--- src/spp_pkg.sv ---
/*
 * Constants, register layout and pin carrier for the serial peripheral port.
 * Assumes an eight-byte register window reached by a 3-bit index on a plain port.
 */
package spp_pkg;
	// Register indices
	localparam logic [2:0] SPP_OFS_CONTROL_ONE = 3'h0;
	localparam logic [2:0] SPP_OFS_CONTROL_TWO = 3'h1;
	localparam logic [2:0] SPP_OFS_RATE_SELECT = 3'h2;
	localparam logic [2:0] SPP_OFS_PORT_STATUS = 3'h3;
	localparam logic [2:0] SPP_OFS_RESERVED_A = 3'h4;
	localparam logic [2:0] SPP_OFS_BYTE_BUFFER = 3'h5;
	localparam logic [2:0] SPP_OFS_RESERVED_B = 3'h6;
	localparam logic [2:0] SPP_OFS_RESERVED_C = 3'h7;

	// control_one fields
	localparam int SPP_C1_XFER_IRQ_EN = 7;
	localparam int SPP_C1_MODULE_ON = 6;
	localparam int SPP_C1_TXE_IRQ_EN = 5;
	localparam int SPP_C1_MASTER = 4;
	localparam int SPP_C1_IDLE_LEVEL = 3;
	localparam int SPP_C1_PHASE = 2;
	localparam int SPP_C1_SEL_OUT_EN = 1;
	localparam int SPP_C1_LSB_FIRST = 0;

	// control_two fields
	localparam int SPP_C2_FAULT_EN = 4;
	localparam int SPP_C2_BIDIR_OE = 3;
	localparam int SPP_C2_HALT_WAIT = 1;
	localparam int SPP_C2_PIN_CFG = 0;
	localparam logic [7:0] SPP_C2_WMASK = 8'h1b;

	// rate_select fields
	localparam int SPP_RS_PRE_LSB = 4;
	localparam int SPP_RS_RATE_LSB = 0;
	localparam logic [7:0] SPP_RS_WMASK = 8'h77;

	// port_status fields
	localparam int SPP_ST_XFER_DONE = 7;
	localparam int SPP_ST_TX_EMPTY = 5;
	localparam int SPP_ST_MODE_FAULT = 4;

	// Reset values
	localparam logic [7:0] SPP_RST_CONTROL_ONE = 8'h04;
	localparam logic [7:0] SPP_RST_CONTROL_TWO = 8'h00;
	localparam logic [7:0] SPP_RST_RATE_SELECT = 8'h00;

	// Transfer timing: 8 bits, two clock edges each
	localparam logic [4:0] SPP_EDGES_PER_BYTE = 5'h10;
	localparam logic [10:0] SPP_ONE = 11'h001;

	typedef enum logic {
		SPP_IDLE,
		SPP_SHIFT
	} spp_state_t;

	// Pin drive toward the pads; each oe high while this block drives the pin
	typedef struct packed {
		logic sck;
		logic sck_oe;
		logic mosi;
		logic mosi_oe;
		logic miso;
		logic miso_oe;
		logic ss_n;
		logic ss_n_oe;
	} spp_pin_out_t;
endpackage

--- src/spp_port.sv ---
/*
 * Serial peripheral port: master/slave 8-bit full-duplex shifter with
 * register window, baud divider, slave-select handling and bidirectional pins.
 * Assumes pins arrive asynchronously and wait/stop indications come from
 * logic on ref_clk_i. Interrupt request is a level for the processor.
 */
// Decided for this implementation: the address-and-strobe port.
`timescale 1ns/1ps
module spp_port #(
	parameter int SYNC_STAGES = 3
) (
	input wire logic ref_clk_i,
	input wire logic sys_rst_i,
	input wire logic [2:0] addr_i,
	input wire logic [7:0] wdata_i,
	input wire logic wr_i,
	input wire logic rd_i,
	output logic [7:0] rdata_o,
	input wire logic wait_i,
	input wire logic stop_i,
	input wire logic sck_i,
	input wire logic mosi_i,
	input wire logic miso_i,
	input wire logic ss_n_i,
	output spp_pkg::spp_pin_out_t pins_o,
	output logic irq_o
);
	logic [7:0] ctrl1_ff;
	logic [7:0] ctrl2_ff;
	logic [7:0] rate_ff;
	logic [7:0] rdata_ff;
	logic done_flag_ff;
	logic txe_flag_ff;
	logic fault_flag_ff;
	logic done_arm_ff;
	logic txe_arm_ff;
	logic fault_arm_ff;
	logic [7:0] tx_buf_ff;
	logic tx_full_ff;
	logic [7:0] rx_data_ff;
	logic [7:0] tx_sr_ff;
	logic [7:0] rx_sr_ff;
	logic [4:0] edges_ff;
	logic [10:0] cnt_ff;
	spp_pkg::spp_state_t state_ff;
	logic [SYNC_STAGES-1:0] sync_ff [4];
	logic [3:0] filt_ff;
	logic sck_prev_ff;

	logic on;
	logic master;
	logic clock_idle_level;
	logic clock_phase_select;
	logic lsb_first;
	logic fault_en;
	logic bidir;
	logic halt;
	logic sck_f;
	logic mosi_f;
	logic miso_f;
	logic ss_f;
	logic fault_now;
	logic load_now;
	logic tick;
	logic m_edge;
	logic m_done;
	logic s_edge;
	logic s_done;
	logic xfer_done;
	logic edge_now;
	logic [4:0] n_edge;
	logic sample;
	logic shift;
	logic rx_bit;
	logic tx_bit;
	logic [7:0] rx_shifted;
	logic [10:0] half_m1;
	logic wr_data;
	logic rd_data;
	logic rd_status;

	assign on = ctrl1_ff[spp_pkg::SPP_C1_MODULE_ON];
	assign master = ctrl1_ff[spp_pkg::SPP_C1_MASTER];
	assign clock_idle_level = ctrl1_ff[spp_pkg::SPP_C1_IDLE_LEVEL];
	assign clock_phase_select = ctrl1_ff[spp_pkg::SPP_C1_PHASE];
	assign lsb_first = ctrl1_ff[spp_pkg::SPP_C1_LSB_FIRST];
	assign fault_en = ctrl2_ff[spp_pkg::SPP_C2_FAULT_EN];
	assign bidir = ctrl2_ff[spp_pkg::SPP_C2_PIN_CFG];
	assign wr_data = wr_i && (addr_i == spp_pkg::SPP_OFS_BYTE_BUFFER);
	assign rd_data = rd_i && (addr_i == spp_pkg::SPP_OFS_BYTE_BUFFER);
	assign rd_status = rd_i && (addr_i == spp_pkg::SPP_OFS_PORT_STATUS);

	// Pin synchronisers; a level counts only once the last two stages agree
	genvar gi;
	generate
		for (gi = 0; gi < 4; gi++) begin : g_sync
			logic pin_in;
			if (gi == 0) begin : g_sck
				assign pin_in = sck_i;
			end else if (gi == 1) begin : g_mosi
				assign pin_in = mosi_i;
			end else if (gi == 2) begin : g_miso
				assign pin_in = miso_i;
			end else begin : g_ss
				assign pin_in = ss_n_i;
			end
			always_ff @(posedge ref_clk_i or posedge sys_rst_i) begin
				if (sys_rst_i) begin
					sync_ff[gi] <= '1;
					filt_ff[gi] <= 1'b1;
				end else begin
					sync_ff[gi] <= {sync_ff[gi][SYNC_STAGES-2:0], pin_in};
					if (sync_ff[gi][SYNC_STAGES-1] == sync_ff[gi][SYNC_STAGES-2]) begin
						filt_ff[gi] <= sync_ff[gi][SYNC_STAGES-1];
					end
				end
			end
		end
	endgenerate

	assign sck_f = filt_ff[0];
	assign mosi_f = filt_ff[1];
	assign miso_f = filt_ff[2];
	assign ss_f = filt_ff[3];

	// Master stalls in stop, and in wait when halt-in-wait is set
	assign halt = stop_i || (wait_i && ctrl2_ff[spp_pkg::SPP_C2_HALT_WAIT]);

	// Fault only while the select pin is an input watched for faults
	assign fault_now = on && master && fault_en && !ctrl1_ff[spp_pkg::SPP_C1_SEL_OUT_EN] && !ss_f;

	// Half period of SCK in bus cycles: (prescale+1) * 2^rate
	assign half_m1 = (({7'h00, 1'b0, rate_ff[6:4]} + spp_pkg::SPP_ONE) << rate_ff[2:0]) - spp_pkg::SPP_ONE;

	assign load_now = on && !fault_now && tx_full_ff && (state_ff == spp_pkg::SPP_IDLE)
		&& (master ? !halt : !ss_f);
	assign tick = on && master && !halt && (state_ff == spp_pkg::SPP_SHIFT) && (cnt_ff == half_m1);
	assign m_done = tick && ((edges_ff == spp_pkg::SPP_EDGES_PER_BYTE)
		|| (!clock_phase_select && (edges_ff == spp_pkg::SPP_EDGES_PER_BYTE - 5'h01)));
	assign m_edge = tick && (edges_ff != spp_pkg::SPP_EDGES_PER_BYTE);
	// Slave follows SCK even in wait or stop to stay in step with the master
	assign s_edge = on && !master && !ss_f && (state_ff == spp_pkg::SPP_SHIFT) && (sck_f != sck_prev_ff);
	assign s_done = s_edge && (edges_ff == spp_pkg::SPP_EDGES_PER_BYTE - 5'h01);
	assign xfer_done = m_done || s_done;
	assign edge_now = m_edge || s_edge;
	assign n_edge = edges_ff + 5'h01;
	// Odd edges lead; phase decides whether leading edges sample or shift
	assign sample = edge_now && (n_edge[0] ^ clock_phase_select);
	assign shift = edge_now && !(n_edge[0] ^ clock_phase_select) && (n_edge != 5'h01);
	assign rx_bit = master ? (bidir ? mosi_f : miso_f) : (bidir ? miso_f : mosi_f);
	assign tx_bit = lsb_first ? tx_sr_ff[0] : tx_sr_ff[7];
	assign rx_shifted = lsb_first ? {rx_bit, rx_sr_ff[7:1]} : {rx_sr_ff[6:0], rx_bit};

	// Control registers; reserved bits held at zero
	always_ff @(posedge ref_clk_i or posedge sys_rst_i) begin
		if (sys_rst_i) begin
			ctrl1_ff <= spp_pkg::SPP_RST_CONTROL_ONE;
			ctrl2_ff <= spp_pkg::SPP_RST_CONTROL_TWO;
			rate_ff <= spp_pkg::SPP_RST_RATE_SELECT;
		end else begin
			if (wr_i && addr_i == spp_pkg::SPP_OFS_CONTROL_ONE) begin
				ctrl1_ff <= wdata_i;
			end
			if (wr_i && addr_i == spp_pkg::SPP_OFS_CONTROL_TWO) begin
				ctrl2_ff <= wdata_i & spp_pkg::SPP_C2_WMASK;
			end
			if (wr_i && addr_i == spp_pkg::SPP_OFS_RATE_SELECT) begin
				rate_ff <= wdata_i & spp_pkg::SPP_RS_WMASK;
			end
			// A fault drops the port to slave so two masters stop fighting
			if (fault_now) begin
				ctrl1_ff[spp_pkg::SPP_C1_MASTER] <= 1'b0;
			end
		end
	end

	// Status flags; each clears only after a status read saw it set, and a set beats a clear
	always_ff @(posedge ref_clk_i or posedge sys_rst_i) begin
		if (sys_rst_i) begin
			done_flag_ff <= 1'b0;
			txe_flag_ff <= 1'b1;
			fault_flag_ff <= 1'b0;
			done_arm_ff <= 1'b0;
			txe_arm_ff <= 1'b0;
			fault_arm_ff <= 1'b0;
		end else begin
			if (rd_status && done_flag_ff) begin
				done_arm_ff <= 1'b1;
			end else if (rd_data) begin
				done_arm_ff <= 1'b0;
			end
			if (rd_status && txe_flag_ff) begin
				txe_arm_ff <= 1'b1;
			end else if (wr_data) begin
				txe_arm_ff <= 1'b0;
			end
			if (rd_status && fault_flag_ff) begin
				fault_arm_ff <= 1'b1;
			end else if (wr_i && addr_i == spp_pkg::SPP_OFS_CONTROL_ONE) begin
				fault_arm_ff <= 1'b0;
			end
			if (xfer_done) begin
				done_flag_ff <= 1'b1;
			end else if (rd_data && done_arm_ff) begin
				done_flag_ff <= 1'b0;
			end
			if (load_now) begin
				txe_flag_ff <= 1'b1;
			end else if (wr_data && txe_arm_ff) begin
				txe_flag_ff <= 1'b0;
			end
			if (fault_now) begin
				fault_flag_ff <= 1'b1;
			end else if (wr_i && addr_i == spp_pkg::SPP_OFS_CONTROL_ONE && fault_arm_ff) begin
				fault_flag_ff <= 1'b0;
			end
		end
	end

	// Transmit buffer; a write without a prior armed status read is dropped
	always_ff @(posedge ref_clk_i or posedge sys_rst_i) begin
		if (sys_rst_i) begin
			tx_buf_ff <= 8'h00;
			tx_full_ff <= 1'b0;
		end else begin
			if (wr_data && txe_arm_ff && txe_flag_ff) begin
				tx_buf_ff <= wdata_i;
				tx_full_ff <= 1'b1;
			end else if (load_now) begin
				tx_full_ff <= 1'b0;
			end
		end
	end

	// Baud divider, running only while a master byte is on the wire
	always_ff @(posedge ref_clk_i or posedge sys_rst_i) begin
		if (sys_rst_i) begin
			cnt_ff <= 11'h000;
		end else begin
			if (state_ff != spp_pkg::SPP_SHIFT || !master || tick) begin
				cnt_ff <= 11'h000;
			end else if (!halt) begin
				cnt_ff <= cnt_ff + spp_pkg::SPP_ONE;
			end
		end
	end

	// Shift engine shared by master and slave
	always_ff @(posedge ref_clk_i or posedge sys_rst_i) begin
		if (sys_rst_i) begin
			state_ff <= spp_pkg::SPP_IDLE;
			edges_ff <= 5'h00;
			tx_sr_ff <= 8'h00;
			rx_sr_ff <= 8'h00;
			// Matches the filter's reset level so no false edge follows reset
			sck_prev_ff <= 1'b1;
		end else begin
			sck_prev_ff <= sck_f;
			if (!on || fault_now || (!master && ss_f)) begin
				state_ff <= spp_pkg::SPP_IDLE;
				edges_ff <= 5'h00;
			end else begin
				case (state_ff)
					spp_pkg::SPP_IDLE: begin
						if (load_now) begin
							tx_sr_ff <= tx_buf_ff;
						end
						// Slave shifts whatever is in the shifter if nothing was queued
						if (load_now || !master) begin
							state_ff <= spp_pkg::SPP_SHIFT;
							// Phase 1 master issues its first edge at once
							edges_ff <= (master && clock_phase_select) ? 5'h01 : 5'h00;
						end
					end
					spp_pkg::SPP_SHIFT: begin
						if (xfer_done) begin
							state_ff <= spp_pkg::SPP_IDLE;
							edges_ff <= 5'h00;
						end else if (edge_now) begin
							edges_ff <= n_edge;
						end
						if (sample) begin
							rx_sr_ff <= rx_shifted;
						end
						if (shift) begin
							tx_sr_ff <= lsb_first ? {1'b0, tx_sr_ff[7:1]} : {tx_sr_ff[6:0], 1'b0};
						end
					end
					default: begin
						state_ff <= spp_pkg::SPP_IDLE;
						edges_ff <= 5'h00;
					end
				endcase
			end
		end
	end

	// Received byte lands in the data register at end of transfer
	always_ff @(posedge ref_clk_i or posedge sys_rst_i) begin
		if (sys_rst_i) begin
			rx_data_ff <= 8'h00;
		end else if (xfer_done) begin
			rx_data_ff <= sample ? rx_shifted : rx_sr_ff;
		end
	end

	// Read data, one cycle after the strobe
	always_ff @(posedge ref_clk_i or posedge sys_rst_i) begin
		if (sys_rst_i) begin
			rdata_ff <= 8'h00;
		end else if (rd_i) begin
			case (addr_i)
				spp_pkg::SPP_OFS_CONTROL_ONE: rdata_ff <= ctrl1_ff;
				spp_pkg::SPP_OFS_CONTROL_TWO: rdata_ff <= ctrl2_ff;
				spp_pkg::SPP_OFS_RATE_SELECT: rdata_ff <= rate_ff;
				spp_pkg::SPP_OFS_PORT_STATUS: begin
					rdata_ff <= 8'h00;
					rdata_ff[spp_pkg::SPP_ST_XFER_DONE] <= done_flag_ff;
					rdata_ff[spp_pkg::SPP_ST_TX_EMPTY] <= txe_flag_ff;
					rdata_ff[spp_pkg::SPP_ST_MODE_FAULT] <= fault_flag_ff;
				end
				spp_pkg::SPP_OFS_BYTE_BUFFER: rdata_ff <= rx_data_ff;
				default: rdata_ff <= 8'h00;
			endcase
		end else begin
			rdata_ff <= 8'h00;
		end
	end
	assign rdata_o = rdata_ff;

	assign irq_o = (ctrl1_ff[spp_pkg::SPP_C1_XFER_IRQ_EN] && (done_flag_ff || fault_flag_ff))
		|| (ctrl1_ff[spp_pkg::SPP_C1_TXE_IRQ_EN] && txe_flag_ff);

	// Pin drive; SCK level follows edge parity so it rests at the idle level
	always_comb begin
		pins_o = '0;
		pins_o.sck = clock_idle_level ^ (master && state_ff == spp_pkg::SPP_SHIFT && edges_ff[0]);
		pins_o.sck_oe = on && master;
		pins_o.mosi = tx_bit;
		pins_o.miso = tx_bit;
		if (bidir) begin
			pins_o.mosi_oe = on && master && ctrl2_ff[spp_pkg::SPP_C2_BIDIR_OE];
			pins_o.miso_oe = on && !master && !ss_f && ctrl2_ff[spp_pkg::SPP_C2_BIDIR_OE];
		end else begin
			pins_o.mosi_oe = on && master;
			pins_o.miso_oe = on && !master && !ss_f;
		end
		// Select driven low for the byte only in master output mode; slave never drives it
		pins_o.ss_n = !(master && state_ff == spp_pkg::SPP_SHIFT);
		pins_o.ss_n_oe = on && master && fault_en && ctrl1_ff[spp_pkg::SPP_C1_SEL_OUT_EN];
	end
endmodule

--- config.mk ---
export PLATFORM = sky130hd
export DESIGN_NAME = spp_port
export DESIGN_NICKNAME = d
export VERILOG_FILES = /design/src/spp_pkg.sv /design/src/spp_port.sv
export SDC_FILE = /design/constraint.sdc
export NUM_CORES = 1
export LEC_CHECK = 0
export BUFFER_PORTS_ARGS = -buffer_cell sky130_fd_sc_hd__buf_2
export CORE_UTILIZATION = 45
export DETAILED_ROUTE_END_ITERATION = 8
export HOLD_SLACK_MARGIN = 0.15
export PLACE_DENSITY = 0.61
export SLEW_MARGIN = 15
export SYNTH_ARGS = -nofsm -noshare
export SYNTH_HDL_FRONTEND = slang
export SYNTH_SLANG_ARGS = --single-unit
--- constraint.sdc ---
create_clock -name ref_clk_i -period 9.8 [get_ports ref_clk_i]
set_clock_uncertainty 0.05 [all_clocks]
set_input_delay 0.49 -clock ref_clk_i [delete_from_list [all_inputs] [get_ports ref_clk_i]]
set_output_delay 0.49 -clock ref_clk_i [all_outputs]
set_load 0.05 [all_outputs]
; ---- Word level (Yosys, flattened, before mapping)
; Cells that the tools add are included.
[classes]
reduce_logical = 77
n_shift = 1
mux = 43
n_bitwise = 4
eq_ne = 19
n_addsub = 4
[ops]
columns = cell, n
row1 = 2-to-1 mux 8 bit, 6
row2 = logical AND 1 bit, 45
row3 = one-hot mux 8 bit (5 select lines), 1
row4 = 2-to-1 mux 1 bit, 26
row5 = 2-to-1 mux 5 bit, 5
row6 = 2-to-1 mux 11 bit, 2
row7 = one-hot mux 8 bit (2 select lines), 1
row8 = nonzero test 2 bit, 8
row9 = adder 11 x 1 -> 11 bit (second input constant), 1
row10 = == test 11 bit, 1
row11 = logical OR 1 bit, 11
row12 = left shift 4 x 3 -> 11 bit, 1
row13 = subtractor 11 x 1 -> 11 bit (second input constant), 1
row14 = one-hot mux 5 bit (2 select lines), 1
row15 = logical NOT 1 bit, 9
row16 = == test 3 x 2 -> 1 bit (second input constant), 2
row17 = adder 5 x 1 -> 5 bit (second input constant), 1
row18 = == test 5 x 4 -> 1 bit (second input constant), 1
row19 = == test 5 bit (second input constant), 1
row20 = inequality test 5 x 1 -> 1 bit (second input constant), 1
row21 = inequality test 5 bit (second input constant), 1
row22 = adder 3 x 1 -> 4 bit (second input constant), 1
row23 = == test 1 bit, 4
row24 = inequality test 2 x 1 -> 1 bit (second input constant), 2
row25 = other kinds (12), 15
[word_totals]
ff_bits = 99
output_inout_bits = 17

; ---- Longest topological paths before layout
; Gate-level depths: netlist (run 1).
[depth]
ltp_word = 13
depth_mapped = 16

; ---- Worst setup path before layout (run 1)
; Ideal clock, no wire load.
[synth_timing]
path_kind = reg-to-reg
startpoint = register rate_ff[4]
endpoint = register tx_sr_ff[1]
slack_ns = 6.451
path_buffers = 1
path_stages_with_launch = 11
t_arrival_ns = 3.174
cell_sequence = dfrtp_1 -> ha_1 -> clkbuf_1 -> a2111oi_0 -> o21ai_1 -> xor2_1 -> a211o_1 -> a2111o_1 -> nand2b_4 -> o21ai_2 -> mux2_2
[synth_between]
elab_chain_len = 11
[synth_lines]
columns = item, line_no
row1 = "start, declared", spp_port.sv:30  ; logic [7:0] rate_ff;
row2 = "start signal, assigned", spp_port.sv:159  ; rate_ff <= spp_pkg::SPP_RST_RATE_SELECT;
row3 = "start signal, assigned", spp_port.sv:168  ; rate_ff <= wdata_i & spp_pkg::SPP_RS_WMASK;
row4 = adder 3 x 1 -> 4 bit, spp_port.sv:133  ; assign half_m1 = (({7'h00, 1'b0, rate_ff[6:4]} + spp_pkg::SPP_ONE) << rate_ff[2:0]) - spp_pkg::SPP_ONE;
row5 = left shift 4 x 3 -> 11 bit, spp_port.sv:133
row6 = subtractor 11 x 1 -> 11 bit, spp_port.sv:133
row7 = == test 11 bit, spp_port.sv:137  ; assign tick = on && master && !halt && (state_ff == spp_pkg::SPP_SHIFT) && (cnt_ff == half_m1);
row8 = logical AND 1 bit, spp_port.sv:137
row9 = logical AND 1 bit, spp_port.sv:140  ; assign m_edge = tick && (edges_ff != spp_pkg::SPP_EDGES_PER_BYTE);
row10 = logical OR 1 bit, spp_port.sv:145  ; assign edge_now = m_edge || s_edge;
row11 = logical AND 1 bit (2 in a row), spp_port.sv:149  ; assign shift = edge_now && !(n_edge[0] ^ clock_phase_select) && (n_edge != 5'h01);
row12 = inequality test 2 x 1 -> 1 bit (no line), n/a
row13 = AND reduction 3 bit (no line), n/a
row14 = "end signal, assigned", spp_port.sv:266  ; tx_sr_ff <= tx_buf_ff;
row15 = "end signal, assigned", spp_port.sv:286  ; tx_sr_ff <= lsb_first ? {1'b0, tx_sr_ff[7:1]} : {tx_sr_ff[6:0], 1'b0};
row16 = "end, declared", spp_port.sv:41  ; logic [7:0] tx_sr_ff;
; No other way between the ends.
; A chain may end at the register's enable or synchronous reset.

; ---- Worst setup path after layout (run 1)
[layout_timing]
startpoint = register rate_ff[4]
endpoint = register edges_ff[2]
[layout_between]
elab_chain_len = 10
[layout_lines]
columns = item, line_no
row1 = adder 3 x 1 -> 4 bit (*), spp_port.sv:133
row2 = left shift 4 x 3 -> 11 bit (*), spp_port.sv:133
row3 = subtractor 11 x 1 -> 11 bit (*), spp_port.sv:133
row4 = == test 11 bit (*), spp_port.sv:137
row5 = logical AND 1 bit (*), spp_port.sv:137
row6 = logical AND 1 bit, spp_port.sv:138  ; assign m_done = tick && ((edges_ff == spp_pkg::SPP_EDGES_PER_BYTE)
row7 = logical OR 1 bit, spp_port.sv:144  ; assign xfer_done = m_done || s_done;
row8 = 2-to-1 mux 5 bit, spp_port.sv:276  ; if (xfer_done) begin
row9 = one-hot mux 5 bit (2 select lines), spp_port.sv:263  ; case (state_ff)
row10 = 2-to-1 mux 5 bit, spp_port.sv:259  ; if (!on || fault_now || (!master && ss_f)) begin
row11 = "end signal, assigned", spp_port.sv:272  ; edges_ff <= (master && clock_phase_select) ? 5'h01 : 5'h00;
row12 = "end signal, assigned", spp_port.sv:280  ; edges_ff <= n_edge;
row13 = "end, declared", spp_port.sv:43  ; logic [4:0] edges_ff;
; Every way passes the cells marked *; elsewhere a longest branch is shown, timed or not.

==> results.yml, run 1 <==
clock_tree:
  cts_tree: "yes"
  ctsResizeCount: 0
  ctsHoldBuffers: 1
  cts.sinks: 99
  post_cts_buffers: 0
  insertion_delay_ns: 0.35
  path_clk_slew_ns: 0.07
  root_buffer: "clkbuf_16"
  cts_buffer_depth: 2
  htreeDepth: 3
  cts_buffers: 9
final_layout:
  seq_area_um2: 2500
  fillers: 1126
  drive_gt1_share_pct: 23.0
  diodes: 0
  fin_nets: 606
  multiInputGateArea_um2: 2890
  synthToLayoutAreaGrowth_pct: 9.54
  final_cells: 751
floorplanning:
  die_w_um: 114
  core_area_um2: 12100
  rows: 40
  ios: 38
  start_util_pct: 46.5
  die_y_um: 114
  die_area_um2: 13000
synth:
  post-synth-top-count-cell: "dfrtp_1"
  synth_cell_types: 75
  syn_avg_cell_area_um2: 10.1
  synth_area_leader_cell: "dfrtp_1"
  synthesis.nets: 587
  synthCells: 559
  yosys_register_bits: 99
  synthArstFlopShare_pct: 100
  synth_flop_cell: "dfrtp_1"
  synth_area_um2: 5630
  yosys.area.top_type_share_pct: 35.6
  synth.area.top_cells: "dfrtp_1 36%, mux2_2 9.0%, dfstp_2 8.9%"
  yosys-top-cells-count: "80 x dfrtp_1, 50 x nor2_1, 49 x nand2_1"
  ys_warn_count: 0
  ys_seq_area_share_pct: 44.4
  synth_edf_count: 0
timing:
  rsz0062_at_grt: "no"
  fin_ws_ns: 5.63
  finalCriticalPeriod_ns: 4.17
  clock.fmax_ghz: 0.240
  tns_ns: 0
  drv_slew: 0
  hold_viol: 0
  maxSlewHeadroom_pct: 22.8
  period_share_pct: 42.6
  tightestPinTransition_ns: 1.14
  finalSetupViolations: 0
setup_path:
  setup.worst_path.class: "reg2reg"
  critPathCaptureType: "register"
  r2r_end: "edges_ff[2]"
  cp_data_arrival_time_ns: 4.35
  worstSetupStartpointType: "register"
  r2r_slack_ns: 5.63
  cp.required_ns: 9.97
  worstReg2RegStart: "rate_ff[4]"
  r2r_cells: 11
  crit_fanout: 18
pwr:
  vdd_drop_max_uv: 130
  p_total_mw: 1.22
  leakage_nw: 2.67
  p_per_area_nw_per_um2: 198
detailed_routing:
  viasPerCell: 5.72
  ant_nets: 0
  drtPass1Iterations: 5
  vias: 4293
  post_drt_wl_per_cell_um: 17.0
  drc: 0
  top_layer: "met4"
  drt_iter0_drc: 373
  wl_met2_um: 5850
  wl_met1_um: 6050
  route.met3.wl_um: 632
  routed_wl_um: 12800
global_route:
  overflow: 0
  grt_pass1_wl_um: 21100
  grt_pass1_vias: 4092
  grt_usage_pct: 21.1
  antenna_found_initial: 0
  grt_max_degree: 73
job:
  drv_cap: 0
place:
  post-dp-hpwl_um: 9220
  post-place-ws_ns: 5.71
  io_buffers: 37
  gp_congestion: 0.931
  dp_cells: 734
hold_path:
  min_from: "miso_i"
  holdPathStages: 1
  hold_end: "sync_ff[3]"
  hold_class: "in2reg"
run_status:
  status: "complete, no violations"
## cell usage in the layout, fill, tap and decap left out, types with 8 or more instances in the layout
cell type,netlist,routed
a21oi_1,25,25
and2_1,9,9
and3_1,8,8
buf_2,4,37
clkbuf_16,0,9
dfrtp_1,80,80
dfstp_2,19,19
inv_1,18,17
mux2_2,45,45
mux2i_1,23,23
nand2_1,49,49
nand2b_1,9,9
nand3_1,14,14
nor2_1,50,50
nor2b_1,9,9
o21ai_0,24,24
xnor2_1,14,14
xor2_1,10,10
## power by group
part           total (mW)  switching, mW  leakage [nW]  internal [mW]
sequential          0.525         0.0763          1.27          0.449
combinational       0.342          0.206          1.26          0.136
clock               0.354          0.155         0.137          0.199
## routing by layer
metal / vias to the layer above / GRT usage [%]
li1: 2046 / -
met1: 2076 / 30.1
met2: 152 / 32.0
met3: 19 / 2.92
met4: 0 / 9.18
met5: - / 0
## worst max path at each step
stage / startpoint / endpoint / slack [ns]
2_1_floorplan: rate_ff[4] / tx_sr_ff[1] / 6.45
3_3_place_gp: rate_ff[4] / edges_ff[2] / 5.70
3_5_place_dp: rate_ff[4] / rx_data_ff[7] / 5.71
4_1_cts: rate_ff[4] / rx_data_ff[7] / 5.67
5_1_grt: rate_ff[4] / edges_ff[2] / 5.28
6_report: rate_ff[4] / edges_ff[2] / 5.63
## per-stage QoR
| step | utilization, % | instance area, um^2 | hold slack (ns) |
|---|---|---|---|
| 6_report | 50.9 | 6160 | 0.180 |
| 5_1_grt | 50.9 | 6160 | 0.167 |
| 4_1_cts | 50.9 | 6160 | 0.168 |
| 3_5_place_dp | 48.4 | 5870 | 0.297 |
| 3_3_place_gp | 48.4 | 5870 | 0.296 |
| 2_1_floorplan | - | 5630 | 0.295 |
## area by class of cell
class,instances,area share (%)
multi-input combinational,411,46.9
clock inverter,4,0.832
clock buffer,12,3.84
sequential,99,40.6
timing repair buffer,39,3.29
tap,168,3.41
inverter,18,1.14
## critical path, cell delays in order, from the launching register on
cell       delay (ns)
dfrtp_1          0.67
ha_1             0.39
xor2_2           0.19
a2111oi_0        0.44
o221ai_1         0.29
o21a_1           0.23
o21ai_0          0.41
and3_1           0.31
nand2_1          0.10
o21bai_2         0.67
or3_1            0.21
o311ai_1         0.08
## cells by family (layout without fill, tap and decap cells)
kind of cell	after synthesis	in the layout	synth area share, %
compound gates	114	114	14.2
xor+xnor	25	25	4.02
fa+ha+maj	11	11	2.27
buf+inv	49	73	4.16
flops	99	99	44.4
mux	68	68	13.1
simple gates	193	193	17.8
## registers in the layout (all words and copies together) (netlist names), 8 cells and up
signal / flops
ctrl1_ff: 8
rdata_o: 8
sync_ff: 12
tx_buf_ff: 8
cnt_ff: 11
rx_sr_ff: 8
tx_sr_ff: 8
rx_data_ff: 8
Power figures use the tool's default switching activity.
==> run 2, diff against run 1 <==
Clock period 9.8 ns to 4.3 ns, I/O delays scaled along.
==> run 2 against run 1 <==
Register-to-register slack lost 5.3 ns. Maximum frequency rose by 5.7%. Critical path depth down 1. Total power grew 130%.
==> results.yml, run 2 (synthesis gave the netlist of run 1 again) <==
place:
  post-dp-hpwl_um: 9310
  placed_cell_area_um2: 5900
  io_buffers: 37
  gp_congestion: 0.860
setup_path:
  startpoint: "rate_ff[0]"
  worst_path_max_delay_cell: "dfrtp_1"
  critPathCaptureType: "register"
  cp_data_arrival_time_ns: 4.11
  crit_fanout: 26
  worstReg2RegStart: "rate_ff[0]"
  setup.worst_path.class: "reg2reg"
  worstSetupStartpointType: "register"
  cp.required_ns: 4.46
  crit_path_cell_trace: "nand3b_1, a311oi_1, o21ai_0, a211o_1, a2111o_1, o41ai_2, o21bai_2, buf_4, or3_1, o311ai_1"
  critPathMaxStageDelay_ns: 0.79
  r2r_slack_ns: 0.35
global_route:
  grt_pass1_wl_um: 20800
  overflow: 0
  grt_pass1_vias: 4025
  grt_usage_pct: 20.9
  grt_max_degree: 66
  antenna_found_initial: 0
pwr:
  pwr-share-seq_pct: 41.4
  combPwrFrac_pct: 28.9
  p_total_mw: 2.83
  switchingPower_mw: 1.02
  leakage_nw: 2.75
  swShare_pct: 36.0
  p_int_mw: 1.81
  vdd_drop_max_uv: 284
  clkPwrFrac_pct: 29.7
  p_per_area_nw_per_um2: 446
floorplanning:
  die_y_um: 114
  ios: 38
  core_area_um2: 12100
  rows: 40
  die_area_um2: 13000
  die_w_um: 114
  start_util_pct: 46.5
detailed_routing:
  ant_nets: 0
  drc: 0
  drtPass1Iterations: 4
  post_drt_wl_per_cell_um: 16.8
  drt_iter0_drc: 273
  viasPerCell: 5.58
  routed_wl_um: 12900
  vias: 4277
final_layout:
  multiInputGateArea_um2: 2890
  seq_area_um2: 2500
  top_regs: "sync_ff: 12 flops, cnt_ff: 11 flops"
  layout_common_cells: "80 x dfrtp_1, 50 x nor2_1, 49 x nand2_1"
  drive_gt1_share_pct: 23.5
  largest_reg_flops: 12
  synthToLayoutAreaGrowth_pct: 12.6
  fin_nets: 622
  largest-register: "sync_ff"
  fin_util_pct: 52.3
  fin_area_um2: 6340
  final_common_cell: "dfrtp_1"
  fillers: 1113
  diodes: 0
run_status:
  status: "complete, no violations"
clock_tree:
  ctsHoldBuffers: 13
  cts.sinks: 99
  cts_buffer_depth: 2
  cts_tree: "yes"
  post_cts_buffers: 0
  htreeDepth: 3
  path_clk_slew_ns: 0.07
  ctsResizeCount: 0
  root_buffer: "clkbuf_16"
  cts_buffers: 9
  insertion_delay_ns: 0.35
hold_path:
  hold_class: "in2reg"
  min_from: "wdata_i[4]"
timing:
  period_share_pct: 91.8
  drv_slew: 0
  clock.fmax_ghz: 0.253
  finalSetupViolations: 0
  maxSlewHeadroom_pct: 34.3
  holdWs_ns: 0.170
  rsz0062_at_grt: "no"
  finalCriticalPeriod_ns: 3.95
  tns_ns: 0
  tightestPinTransition_ns: 0.983
  hold_viol: 0
job:
  drv_cap: 0
==> run 2: cell count changes in the layout (fill, tap and decap cells not counted), sizes merged <==
cell	before	now
dlygate4sd3	1	13
inv	19	20
buf	38	42
clkinv	1	3
clkbuf	12	9
==> run 2: final cells by class <==
type / count / area share, %
sequential: 99 / 39.5
multi-input combinational: 411 / 45.6
clock inverter: 7 / 1.34
inverter: 18 / 1.11
timing repair buffer: 55 / 5.57
clock buffer: 9 / 3.55
tap: 168 / 3.32
==> run 2: final timing paths <==
path	end	cells past startpoint
max	edges_ff[2]	10
min	tx_buf_ff[4]	2
max reg2reg	edges_ff[2]	10
min reg2reg	sync_ff[1]	0
max in group asynchronous	txe_flag_ff	4
min in group asynchronous	edges_ff[3]	3
==> run 2: critical path, delay by kind of cell, from the launching register on <==
family	cells	cell delay [ns]
flip-flops	1	0.79
buffers and inverters	1	0.24
AND/OR/NAND/NOR	2	0.42
AO/OA/AOI/OAI	7	2.30
==> run 2: routing by layer <==
metal  routed length [um]  vias up  GRT usage [%]
li1                     -     2075              -
met1                 6200     2115           29.2
met2                 6140       77           33.8
met3                  372       10           2.44
met4                  176        0           7.01
met5                    0        -              0
==> run 2: per-stage QoR <==
stage          std cells  setup WS [ns]
6_report             767          0.353
4_1_cts              767          0.384
3_3_place_gp         738          0.434
5_1_grt              767         0.0946
2_1_floorplan        559          0.951
3_5_place_dp         738          0.409
==> run 2: power groups by stage <==
stage / Combinational (mW) / Clock, mW / Sequential (mW)
CTS: 0.817 / 0.858 / 1.17
finish: 0.818 / 0.839 / 1.17
global placement: 0.794 / 0 / 1.18
floorplan: 0.689 / 0 / 1.11
detailed placement: 0.803 / 0 / 1.19
global route: 0.899 / 0.890 / 1.19
==> run 3, diff against run 2 <==
Settings changed: GPL_TIMING_DRIVEN from default to 0, SLEW_MARGIN 15 to 20.
Clock period 4.3 ns to 4.8 ns, I/O delays scaled along.
==> run 3 against run 2 <==
Maximum frequency is 7.2% lower. Largest power group unchanged. Design area increased by 1.9%. Non-clock buffer count increased by 24. Sequential share of layout area decreased by 0.73 points. Critical endpoint is now rx_data_ff[7].
==> results.yml, run 3 (synthesis gave the netlist of run 1 again) <==
run_status:
  status: "complete, no violations"
pwr:
  p_per_area_nw_per_um2: 390
  clkPwrFrac_pct: 27.9
  vdd_drop_max_uv: 261
  leakage_nw: 2.80
  combPwrFrac_pct: 32.7
  swShare_pct: 36.7
  p_int_mw: 1.59
  pwr-share-seq_pct: 39.3
  switchingPower_uw: 924
clock_tree:
  path_clk_slew_ns: 0.07
  htreeDepth: 3
  cts_buffer_depth: 2
  root_buffer: "clkbuf_16"
  cts.sinks: 99
  cts_tree: "yes"
  cts_buffers: 9
  insertion_delay_ns: 0.35
detailed_routing:
  wl_met1_um: 6140
  wl_met2_um: 6280
  routed_wl_um: 13100
  viasPerCell: 5.53
  drtPass1Iterations: 5
  post_drt_wl_per_cell_um: 16.6
  top_layer: "met4"
  drt_iter0_drc: 316
  drc: 0
  route.met3.wl_um: 501
  vias: 4373
  ant_nets: 0
final_layout:
  top_regs: "sync_ff: 12 flops, cnt_ff: 11 flops"
  largest-register: "sync_ff"
  diodes: 0
  final_cells: 791
  fillers: 1135
  final_common_cell: "dfrtp_1"
  fin_nets: 646
  drive_gt1_share_pct: 23.8
  synthToLayoutAreaGrowth_pct: 14.7
  seq_area_um2: 2500
  fin_util_pct: 53.3
  largest_reg_flops: 12
  layout_common_cells: "80 x dfrtp_1, 50 x nor2_1, 49 x nand2_1"
  multiInputGateArea_um2: 2890
setup_path:
  setup.worst_path.class: "reg2reg"
  critPathCaptureType: "register"
  worstSetupStartpointType: "register"
  cp_data_arrival_time_ns: 4.44
  cp.required_ns: 4.99
  crit_fanout: 10
timing:
  tns_ns: 0
  drv_slew: 0
  maxSlewHeadroom_pct: 28.3
  rsz0062_at_grt: "no"
  finalSetupViolations: 0
  finalCriticalPeriod_ns: 4.25
  tightestPinTransition_ns: 1.06
  clock.fmax_ghz: 0.235
  period_share_pct: 88.6
  hold_viol: 0
floorplanning:
  start_util_pct: 46.5
  die_y_um: 114
  core_area_um2: 12100
  ios: 38
  rows: 40
  die_w_um: 114
  die_area_um2: 13000
global_route:
  grt_pass1_wl_um: 21500
  grt_max_degree: 67
  antenna_found_initial: 0
  grt_usage_pct: 21.5
  grt_pass1_vias: 4261
  overflow: 0
hold_path:
  hold_class: "in2reg"
place:
  gp_congestion: 0.891
  io_buffers: 36
  dp_cells: 764
  post-dp-hpwl_um: 9690
job:
  drv_cap: 0
-- run 3: power by group through the flow --
stage | Sequential (mW) | Combinational (mW) | Clock [mW]
final | 0.991 | 0.824 | 0.704
after global routing | 1.00 | 0.910 | 0.756
after CTS | 0.990 | 0.823 | 0.730
after detailed placement | 1.01 | 0.811 | 0
after global placement | 1.00 | 0.796 | 0
after floorplan | 0.996 | 0.617 | 0
-- run 3: routing by layer --
layer	vias to the layer above	global-route usage (%)
met5	-	0
met4	0	6.75
met3	16	4.84
met2	97	34.8
met1	2146	28.8
li1	2114	-
-- run 3: path summary, 6_finish.rpt --
kind / start / slack [ns] / cells past startpoint / endpoint
worst max-delay path: rate_ff[4] / 0.55 / 11 / rx_data_ff[7]
min in group asynchronous: sys_rst_i / 0.37 / 3 / edges_ff[1]
max in group asynchronous: sys_rst_i / 3.67 / 4 / sync_ff[8]
worst min-delay path: wdata_i[1] / 0.17 / 3 / rate_ff[1]
worst max register to register: rate_ff[4] / 0.55 / 11 / rx_data_ff[7]
worst min register to register: sync_ff[9] / 0.31 / 0 / sync_ff[10]
-- run 3: what timing repair did --
item,4_1_cts,5_1_grt
hold buffers,11,0
hold endpoints to repair,49,0
setup buffers,0,0
resized for setup,0,0
-- run 3: worst max-delay path, cell delays in order (launching register included) --
cell	delay [ns]
dfrtp_1	0.48
ha_1	0.38
clkbuf_1	0.23
o41ai_1	0.58
a2111oi_0	0.23
o31ai_1	0.33
o2111ai_1	0.21
nor4b_2	0.31
nand4_1	0.26
o31ai_4	0.63
mux2i_1	0.35
a21oi_2	0.08
-- run 3: layout make-up --
| cell class | count | share of cell area, % |
|---|---|---|
| Buffer | 31 | 2.58 |
| Clock buffer | 9 | 3.49 |
| Clock inverter | 7 | 1.10 |
| Inverter | 18 | 1.12 |
| Multi-Input combinational cell | 411 | 44.8 |
| Sequential cell | 99 | 38.7 |
| Tap cell | 168 | 3.26 |
| Timing Repair Buffer | 48 | 4.92 |
-- run 3: stage by stage --
step,setup WS (ns),instance area (um^2),power [mW],hold WS [ns]
final,0.546,6460,2.52,0.174
after global routing,0.271,6460,2.67,0.174
after CTS,0.616,6460,2.54,0.153
after detailed placement,0.651,6050,1.82,0.202
after global placement,0.700,6020,1.80,0.295
after floorplan,1.45,5630,1.61,0.194
